===== src/design/amg_pkg.sv =====
package amg_pkg;

	localparam int unsigned ADDR_W = 32;
	localparam int unsigned DATA_W = 32;
	localparam int unsigned MAX_REGIONS = 8;

	// operation codes, one-hot so a rights mask can be tested with a plain and
	typedef enum logic [3:0] {
		AMG_OP_READ   = 4'h1,
		AMG_OP_WRITE  = 4'h2,
		AMG_OP_DELETE = 4'h4,
		AMG_OP_EXEC   = 4'h8
	} amg_op_e;

	typedef struct packed {
		logic [ADDR_W-1:0] addr;
		logic [DATA_W-1:0] wdata;
		amg_op_e           op;
		logic              priv;
		logic              irq;
		logic              jump;
	} amg_req_s;

	typedef struct packed {
		logic [ADDR_W-1:0] addr;
		logic [DATA_W-1:0] wdata;
		amg_op_e           op;
	} amg_mem_req_s;

	typedef struct packed {
		logic [DATA_W-1:0] rdata;
		logic              err;
	} amg_rsp_s;

	// configuration window layout, word index = byte offset / 4
	localparam logic [5:0] CFG_REG_BASE_FLD  = 6'h00;
	localparam logic [5:0] CFG_REG_LIMIT_FLD = 6'h01;
	localparam logic [5:0] CFG_REG_ATTR_FLD  = 6'h02;
	localparam logic [5:0] CFG_OWN_MASK_IDX  = 6'h20;
	localparam logic [5:0] CFG_FAULT_ADDR_IDX = 6'h21;
	localparam logic [5:0] CFG_FAULT_INFO_IDX = 6'h22;
	localparam int unsigned CFG_IDX_W = 6;

	// attribute word: bit 4 enable, bits 3:0 rights (read, write, delete, exec)
	localparam int unsigned ATTR_EN_BIT = 4;
	localparam int unsigned ATTR_W = 5;

	// manufacturing defaults: regions closed, all of them owned
	localparam logic [ADDR_W-1:0] DEF_REGION_BASE  = 32'h0000_0000;
	localparam logic [ADDR_W-1:0] DEF_REGION_LIMIT = 32'h0000_0000;
	localparam logic [ATTR_W-1:0] DEF_REGION_ATTR  = 5'h00;
	localparam logic [7:0]        DEF_OWN_MASK     = 8'hff;

endpackage


===== src/design/amg_guard.sv =====
`timescale 1ns/10ps

module amg_guard #(
	parameter int unsigned                  NUM_REGIONS = 8,
	parameter logic [amg_pkg::ADDR_W-1:0] PRIV_BASE   = 32'h0000_0000,
	parameter logic [amg_pkg::ADDR_W-1:0] PRIV_LIMIT  = 32'h0000_ffff,
	parameter logic [amg_pkg::ADDR_W-1:0] CFG_BASE    = 32'hf000_0000
) (
	// clock, reset, enable
	input  wire logic                     i_clk,
	input  wire logic                     i_rst,
	input  wire logic                     i_ce,
	// core request
	input  wire logic                     i_req_valid,
	input  wire amg_pkg::amg_req_s        i_req,
	// memory side
	output logic                          o_mem_valid,
	output amg_pkg::amg_mem_req_s         o_mem_req,
	input  wire logic [amg_pkg::DATA_W-1:0] i_mem_rdata,
	// core response
	output logic                          o_rsp_valid,
	output amg_pkg::amg_rsp_s             o_rsp,
	output logic                          o_violation
);

	// elaboration checks: refuse settings the decode cannot serve
	if (NUM_REGIONS < 1 || NUM_REGIONS > amg_pkg::MAX_REGIONS) begin
		$error("amg_guard: NUM_REGIONS must be 1 to 8");
	end
	if (CFG_BASE[7:0] != 8'h00) begin
		$error("amg_guard: CFG_BASE must be 256-byte aligned");
	end
	if (PRIV_BASE > PRIV_LIMIT) begin
		$error("amg_guard: PRIV_BASE above PRIV_LIMIT");
	end

	localparam int unsigned RIDX_W = 3;

	// region configuration state
	logic [amg_pkg::ADDR_W-1:0] base_reg  [NUM_REGIONS];
	logic [amg_pkg::ADDR_W-1:0] base_next [NUM_REGIONS];
	logic [amg_pkg::ADDR_W-1:0] limit_reg [NUM_REGIONS];
	logic [amg_pkg::ADDR_W-1:0] limit_next[NUM_REGIONS];
	logic [amg_pkg::ATTR_W-1:0] attr_reg  [NUM_REGIONS];
	logic [amg_pkg::ATTR_W-1:0] attr_next [NUM_REGIONS];
	logic [7:0]                 own_reg;
	logic [7:0]                 own_next;
	logic [amg_pkg::ADDR_W-1:0] fault_addr_reg;
	logic [amg_pkg::ADDR_W-1:0] fault_addr_next;
	logic [6:0]                 fault_info_reg;
	logic [6:0]                 fault_info_next;

	// pipeline state
	logic                       mem_valid_reg;
	logic                       mem_valid_next;
	amg_pkg::amg_mem_req_s      mem_req_reg;
	amg_pkg::amg_mem_req_s      mem_req_next;
	logic                       viol_reg;
	logic                       viol_next;
	logic                       s1_valid_reg;
	logic                       s1_valid_next;
	logic                       s1_local_reg;
	logic                       s1_local_next;
	amg_pkg::amg_rsp_s          s1_rsp_reg;
	amg_pkg::amg_rsp_s          s1_rsp_next;
	logic                       s2_valid_reg;
	logic                       s2_valid_next;
	logic                       s2_local_reg;
	logic                       s2_local_next;
	amg_pkg::amg_rsp_s          s2_rsp_reg;
	amg_pkg::amg_rsp_s          s2_rsp_next;
	logic                       rsp_valid_reg;
	logic                       rsp_valid_next;
	amg_pkg::amg_rsp_s          rsp_reg;
	amg_pkg::amg_rsp_s          rsp_next;

	// decision terms
	logic                       eff_priv;
	logic                       in_priv;
	logic                       cfg_hit;
	logic [amg_pkg::CFG_IDX_W-1:0] cfg_idx;
	logic                       hit_any;
	logic [RIDX_W-1:0]          hit_idx;
	logic [3:0]                 hit_rights;
	logic                       allowed;
	logic                       cfg_write;
	logic [amg_pkg::DATA_W-1:0] cfg_rdata;

	// level and area decode
	always_comb begin
		eff_priv = i_req.priv | i_req.irq;
		in_priv  = (i_req.addr >= PRIV_BASE) && (i_req.addr <= PRIV_LIMIT);
		cfg_hit  = (i_req.addr[amg_pkg::ADDR_W-1:8] == CFG_BASE[amg_pkg::ADDR_W-1:8]);
		cfg_idx  = i_req.addr[7:2];
	end

	// region match: later (higher-numbered) matches overwrite earlier ones
	always_comb begin
		hit_any    = 1'b0;
		hit_idx    = '0;
		hit_rights = 4'h0;
		for (int i = 0; i < NUM_REGIONS; i++) begin
			if (attr_reg[i][amg_pkg::ATTR_EN_BIT] &&
			    (i_req.addr >= base_reg[i]) && (i_req.addr <= limit_reg[i])) begin
				hit_any    = 1'b1;
				hit_idx    = RIDX_W'(i);
				hit_rights = attr_reg[i][3:0];
			end
		end
	end

	// permit or deny from level, area and operation
	// the window test comes first, so no level can execute from register space
	always_comb begin
		if (cfg_hit) begin
			allowed = eff_priv && (i_req.op != amg_pkg::AMG_OP_EXEC);
		end else if (eff_priv) begin
			allowed = 1'b1;
		end else if (in_priv) begin
			allowed = 1'b0;
		end else if (hit_any && own_reg[hit_idx]) begin
			allowed = |(hit_rights & i_req.op);
		end else begin
			allowed = 1'b0;
		end
	end

	// configuration read data
	always_comb begin
		cfg_rdata = '0;
		if (cfg_idx == amg_pkg::CFG_OWN_MASK_IDX) begin
			cfg_rdata = {24'h00_0000, own_reg};
		end else if (cfg_idx == amg_pkg::CFG_FAULT_ADDR_IDX) begin
			cfg_rdata = fault_addr_reg;
		end else if (cfg_idx == amg_pkg::CFG_FAULT_INFO_IDX) begin
			cfg_rdata = {25'h000_0000, fault_info_reg};
		end else begin
			for (int i = 0; i < NUM_REGIONS; i++) begin
				if (cfg_idx[5:2] == 4'(i)) begin
					unique case (cfg_idx[1:0])
						amg_pkg::CFG_REG_BASE_FLD[1:0]:  cfg_rdata = base_reg[i];
						amg_pkg::CFG_REG_LIMIT_FLD[1:0]: cfg_rdata = limit_reg[i];
						amg_pkg::CFG_REG_ATTR_FLD[1:0]:  cfg_rdata = {27'h000_0000, attr_reg[i]};
						default:                         cfg_rdata = '0;
					endcase
				end
			end
		end
	end

	// configuration next values
	always_comb begin
		cfg_write       = i_req_valid && cfg_hit && allowed &&
		                  (i_req.op != amg_pkg::AMG_OP_READ);
		own_next        = own_reg;
		for (int i = 0; i < NUM_REGIONS; i++) begin
			base_next[i]  = base_reg[i];
			limit_next[i] = limit_reg[i];
			attr_next[i]  = attr_reg[i];
		end
		if (cfg_write) begin
			// delete puts a field back to its manufacturing default
			if (cfg_idx == amg_pkg::CFG_OWN_MASK_IDX) begin
				own_next = (i_req.op == amg_pkg::AMG_OP_DELETE) ? amg_pkg::DEF_OWN_MASK : i_req.wdata[7:0];
			end
			for (int i = 0; i < NUM_REGIONS; i++) begin
				if (cfg_idx[5:2] == 4'(i)) begin
					unique case (cfg_idx[1:0])
						amg_pkg::CFG_REG_BASE_FLD[1:0]: begin
							base_next[i] = (i_req.op == amg_pkg::AMG_OP_DELETE) ?
							               amg_pkg::DEF_REGION_BASE : i_req.wdata;
						end
						amg_pkg::CFG_REG_LIMIT_FLD[1:0]: begin
							limit_next[i] = (i_req.op == amg_pkg::AMG_OP_DELETE) ?
							                amg_pkg::DEF_REGION_LIMIT : i_req.wdata;
						end
						amg_pkg::CFG_REG_ATTR_FLD[1:0]: begin
							attr_next[i] = (i_req.op == amg_pkg::AMG_OP_DELETE) ?
							               amg_pkg::DEF_REGION_ATTR : i_req.wdata[amg_pkg::ATTR_W-1:0];
						end
						default: begin
						end
					endcase
				end
			end
		end
	end

	always_ff @(posedge i_clk) begin
		if (i_rst) begin
			for (int i = 0; i < NUM_REGIONS; i++) begin
				base_reg[i]  <= amg_pkg::DEF_REGION_BASE;
				limit_reg[i] <= amg_pkg::DEF_REGION_LIMIT;
				attr_reg[i]  <= amg_pkg::DEF_REGION_ATTR;
			end
			own_reg        <= amg_pkg::DEF_OWN_MASK;
		end else if (i_ce) begin
			for (int i = 0; i < NUM_REGIONS; i++) begin
				base_reg[i]  <= base_next[i];
				limit_reg[i] <= limit_next[i];
				attr_reg[i]  <= attr_next[i];
			end
			own_reg        <= own_next;
		end
	end

	// fault record: every denial overwrites it, the last one wins
	always_comb begin
		fault_addr_next = fault_addr_reg;
		fault_info_next = fault_info_reg;
		if (i_req_valid && !allowed) begin
			fault_addr_next = i_req.addr;
			fault_info_next = {i_req.jump, i_req.irq, i_req.priv, i_req.op};
		end
	end

	always_ff @(posedge i_clk) begin
		if (i_rst) begin
			fault_addr_reg <= '0;
			fault_info_reg <= '0;
		end else if (i_ce) begin
			fault_addr_reg <= fault_addr_next;
			fault_info_reg <= fault_info_next;
		end
	end

	// pipeline: request, memory access, memory data, response
	// memory cannot stall, so each response lands three enabled cycles after its request
	always_comb begin
		mem_valid_next    = i_req_valid && allowed && !cfg_hit;
		mem_req_next      = mem_req_reg;
		if (i_req_valid) begin
			mem_req_next.addr  = i_req.addr;
			mem_req_next.wdata = i_req.wdata;
			mem_req_next.op    = i_req.op;
		end
		viol_next         = i_req_valid && !allowed;
		s1_valid_next     = i_req_valid;
		s1_local_next     = !(allowed && !cfg_hit);
		s1_rsp_next.err   = !allowed;
		s1_rsp_next.rdata = (allowed && cfg_hit && i_req.op == amg_pkg::AMG_OP_READ) ? cfg_rdata : '0;
		s2_valid_next     = s1_valid_reg;
		s2_local_next     = s1_local_reg;
		s2_rsp_next       = s1_rsp_reg;
		rsp_valid_next    = s2_valid_reg;
		rsp_next.err      = s2_rsp_reg.err;
		rsp_next.rdata    = s2_local_reg ? s2_rsp_reg.rdata : i_mem_rdata;
	end

	always_ff @(posedge i_clk) begin
		if (i_rst) begin
			mem_valid_reg <= 1'b0;
			mem_req_reg   <= '0;
			viol_reg      <= 1'b0;
			s1_valid_reg  <= 1'b0;
			s1_local_reg  <= 1'b0;
			s1_rsp_reg    <= '0;
			s2_valid_reg  <= 1'b0;
			s2_local_reg  <= 1'b0;
			s2_rsp_reg    <= '0;
			rsp_valid_reg <= 1'b0;
			rsp_reg       <= '0;
		end else if (i_ce) begin
			mem_valid_reg <= mem_valid_next;
			mem_req_reg   <= mem_req_next;
			viol_reg      <= viol_next;
			s1_valid_reg  <= s1_valid_next;
			s1_local_reg  <= s1_local_next;
			s1_rsp_reg    <= s1_rsp_next;
			s2_valid_reg  <= s2_valid_next;
			s2_local_reg  <= s2_local_next;
			s2_rsp_reg    <= s2_rsp_next;
			rsp_valid_reg <= rsp_valid_next;
			rsp_reg       <= rsp_next;
		end
	end

	assign o_mem_valid = mem_valid_reg;
	assign o_mem_req   = mem_req_reg;
	assign o_violation = viol_reg;
	assign o_rsp_valid = rsp_valid_reg;
	assign o_rsp       = rsp_reg;

endmodule


===== config.mk =====
export PLATFORM = sky130hd
export DESIGN_NAME = amg_guard
export DESIGN_NICKNAME = d
export VERILOG_FILES = /design/src/design/amg_pkg.sv /design/src/design/amg_guard.sv
export SDC_FILE = /design/constraint.sdc
export NUM_CORES = 2
export LEC_CHECK = 0
export ABC_AREA = 1
export BUFFER_PORTS_ARGS = -buffer_cell sky130_fd_sc_hd__clkbuf_2
export CAP_MARGIN = 20
export CORE_MARGIN = 10
export CORE_UTILIZATION = 55
export DETAILED_ROUTE_END_ITERATION = 8
export GPL_TIMING_DRIVEN = 0
export PLACE_DENSITY = 0.78
export SLEW_MARGIN = 20
export SYNTH_ARGS = -nofsm -noshare
export SYNTH_HDL_FRONTEND = slang
export SYNTH_SLANG_ARGS = --single-unit
export TNS_END_PERCENT = 30

===== constraint.sdc =====
create_clock -name i_clk -period 4.99 [get_ports i_clk]
set_input_delay 0 -clock i_clk [delete_from_list [all_inputs] [get_ports i_clk]]
set_output_delay 0 -clock i_clk [all_outputs]
set_load 0.01 [all_outputs]

==> impl_metrics.csv <==
group,metric,value,unit
critical_path,crit_path_start_kind,"primary input",
clock_tree,cts_tree,"built",
worst_hold_path,min_path_type,"in2reg",
synth,synthTopCellsByArea,"edfxtp_1 (38%), ha_1 (15%), dfxtp_1 (10%)",
finish,nets,5938,
clock_tree,cts_max_level,3,
power_and_ir_drop,ir_drop,273,µV
die,die_height,303,µm
finish,regArea,21000,µm²
placed_design,place.gp.congestion,0.991,
power_and_ir_drop,power_density,336,nW/µm²
clock_tree,insertion_delay,0.66,ns
critical_path,crit_top_cell,"nand2_1",
placed_design,dp_hpwl,115000,µm
critical_path,r2r_cells,23,
timing,setup_viol_count_final,14,
detailed_routing,wl,154000,µm
timing,drv_slew,0,
synth,synth_top_cell_by_area,"edfxtp_1",
clock_tree,clk_pin_slew,0.06,ns
global_route,grt_pass1_vias,38300,
timing,finClkSkew,0.0351,ns
critical_path,crit_arrival,5.39,ns
synth,yosysWarnings,0,
timing,hold_viol_final,0,
timing,finalWorstSetupSlack,-0.0225,ns
detailed_routing,dr_total_vias,40100,
critical_path,reg2reg_slack,0.15,ns
detailed_routing,dr.pass1.iters,8,
detailed_routing,drc,0,
clock_tree,cts_buffer_depth,3,
synth,synth_common_cells,"nand2_1 (814), inv_1 (676), edfxtp_1 (552)",
critical_path,slowest_stage,"clkbuf_1",
synth,synth-simple-area-share,13.7,%
finish,drive_gt1_share,10.0,%
critical_path,worstSetupPathType,"in2reg",
detailed_routing,antenna_left,0,
synth,ys.flop_type,"edfxtp_1",
synth,syn-num-nets,5472,
die,die_x,303,µm
die,io_pins,211,
synth,synthMuxAreaShare,0.0227,%
synth,synth_seq_area_share,47.7,%
synth,synthCells,4853,
global_route,overflow,0,
die,core-area,79100,µm²
critical_path,r2r-start,"limit_reg[1][95]",
die,dieArea,91700,µm²
global_route,grt.total_usage,32.6,%
critical_path,path_cells,"clkbuf_2, inv_1, nand2_1, clkbuf_2, clkbuf_1, clkbuf_1, buf_1, nand2_1, nand2_1, a21oi_4, buf_12, buf_16",
timing,tightest_slew,1.27,ns
worst_hold_path,hold_start,"i_req[66]",
synth,synth_edf_count,552,
clock_tree,cts_root_buf,"clkbuf_16",
outcome,violations,"setup timing",
finish,multi_input_area,19900,µm²
detailed_routing,drt_iter0_drc,5934,
placed_design,port_buffers,209,
global_route,grt_max_degree,24,
clock_tree,cts_made_buffers,82,
timing,clock.fmax,200,MHz
die,row_count,103,
critical_path,crit_fanout,20,
detailed_routing,wl_per_cell,24.0,µm
synth,syn_area,44000,µm²
finish,num-fill-cells,6228,
critical_path,r2r_end,"base_reg[1][51]",
synth,synth_fa_ha_area_share,14.6,%
power_and_ir_drop,power_leakage,23.5,nW
synth,synthDominantCellAreaShare,37.7,%
synth,synth_top_family_by_area,"compound AO/OA/AOI/OAI gates",
clock_tree,cts_sinks,773,
finish,stdcell_count,6437,
synth,syn_area_per_cell,9.07,µm²
critical_path,worst_ep_required_time,5.37,ns
outcome,status,"finished with violations",
placed_design,placed_cells,6139,
critical_path,critPathMaxStageDelay,0.93,ns
timing,finalCriticalPeriod,5.01,ns
timing,slew-limit-headroom,15.4,%
critical_path,end_kind,"flip-flop",
global_route,grt_pass1_wl,228000,µm
job,drv_cap,0,
worst_hold_path,whs_path_depth,3,
synth,synth_compound_area_share,16.2,%
timing,fin_crit_sh,100,%
global_route,antenna_found_initial,4,
detailed_routing,viasPerCell,6.23,
synth,yosysMostFrequentCell,"nand2_1",
synth,ys_types,57,
timing,hold_slack,0.0352,ns
synth,synth_xor_area_share,0,%
die,initial_core_util,55.6,%
worst_hold_path,worstHoldEndpoint,"o_mem_req[63]",
synth,async_reset_ff_share,0,%
finish,area_growth,16.8,%
synth,ys_ff_latch,773,
-- metal layers --
metal | track usage, % | vias up | wire (µm)
li1 | - | 17900 | -
met4 | 15.2 | 2 | 7990
met5 | 0 | - | 13
met3 | 8.11 | 576 | 20800
met2 | 50.5 | 2875 | 67600
met1 | 42.6 | 18700 | 57800
-- where the power goes --
part	switching [W]	internal [W]	total, W
logic	0.00218	0.00107	0.00326
registers	0.000172	0.00739	0.00756
clock network	0.00271	0.00377	0.00647
-- through the flow --
stage	area (µm²)	setup TNS (ns)	worst slack, ns	util, %	power, W
6_report	51400	-0.209	-0.0225	65.0	0.0173
5_1_grt	51400	-0.963	-0.0264	65.0	0.0178
4_1_cts	51000	0	0.00678	64.4	0.0171
3_5_place_dp	47100	-222.00	-0.701	59.5	0.0107
3_3_place_gp	46400	-688.96	-1.98	58.6	0.0105
2_1_floorplan	44000	0	0.410	-	0.00948
-- layout make-up --
type	count	area share, %
Sequential cell	773	40.8
Multi-Input combinational cell	3181	38.7
Timing Repair Buffer	382	5.77
Inverter	691	5.04
Clock buffer	116	4.65
Tap cell	1050	2.56
Buffer	208	1.62
Clock inverter	35	0.791
Antenna cell	1	0.00487
-- logic make-up after synthesis --
kind of cell    count (synthesis)
buf+inv                       899
simple gates                 1429
fa+ha+maj                     512
mux                             1
flops                         773
compound gates               1239
-- worst max path at each step --
stage,from,end,cells after the start
finish,i_req[42],limit_reg[1][20],12
global route,limit_reg[0][29],limit_reg[1][118],29
detailed placement,i_req[42],limit_reg[1][49],11
CTS,i_req[69],base_reg[1][88],29
global placement,i_req[70],limit_reg[1][23],26
floorplan,limit_reg[0][127],limit_reg[1][0],21
-- cells in the final DEF (no fill, tap or decap), types with 26 or more instances in the layout --
cell	instances
o221ai_1	44
ha_1	512
buf_4	69
inv_1	676
dlygate4sd3_1	77
clkbuf_1	183
nand2_1	814
o21ai_0	351
clkbuf_2	212
nor2_1	268
o22ai_1	166
a221oi_1	34
nor3_2	31
clkbuf_16	88
buf_1	26
a21oi_1	502
dfxtp_1	221
edfxtp_1	552
nor3_1	94
nand3_1	109
nand4_1	61
-- what timing repair did --
action,in CTS,in global routing
buffers inserted,30,37
hold endpoints to repair,211,0
endpoints found under the setup margin,452,552
resized for setup,5,7
pin swaps,9,7
hold buffers,77,0
-- critical path, delay by kind of cell --
| family | cells | cell delay, ns |
|---|---|---|
| AOI/OAI and AO/OA | 1 | 0.06 |
| and+or+nand+nor | 3 | 1.20 |
| buffers and inverters | 8 | 4.06 |
Power figures use the tool's default switching activity.
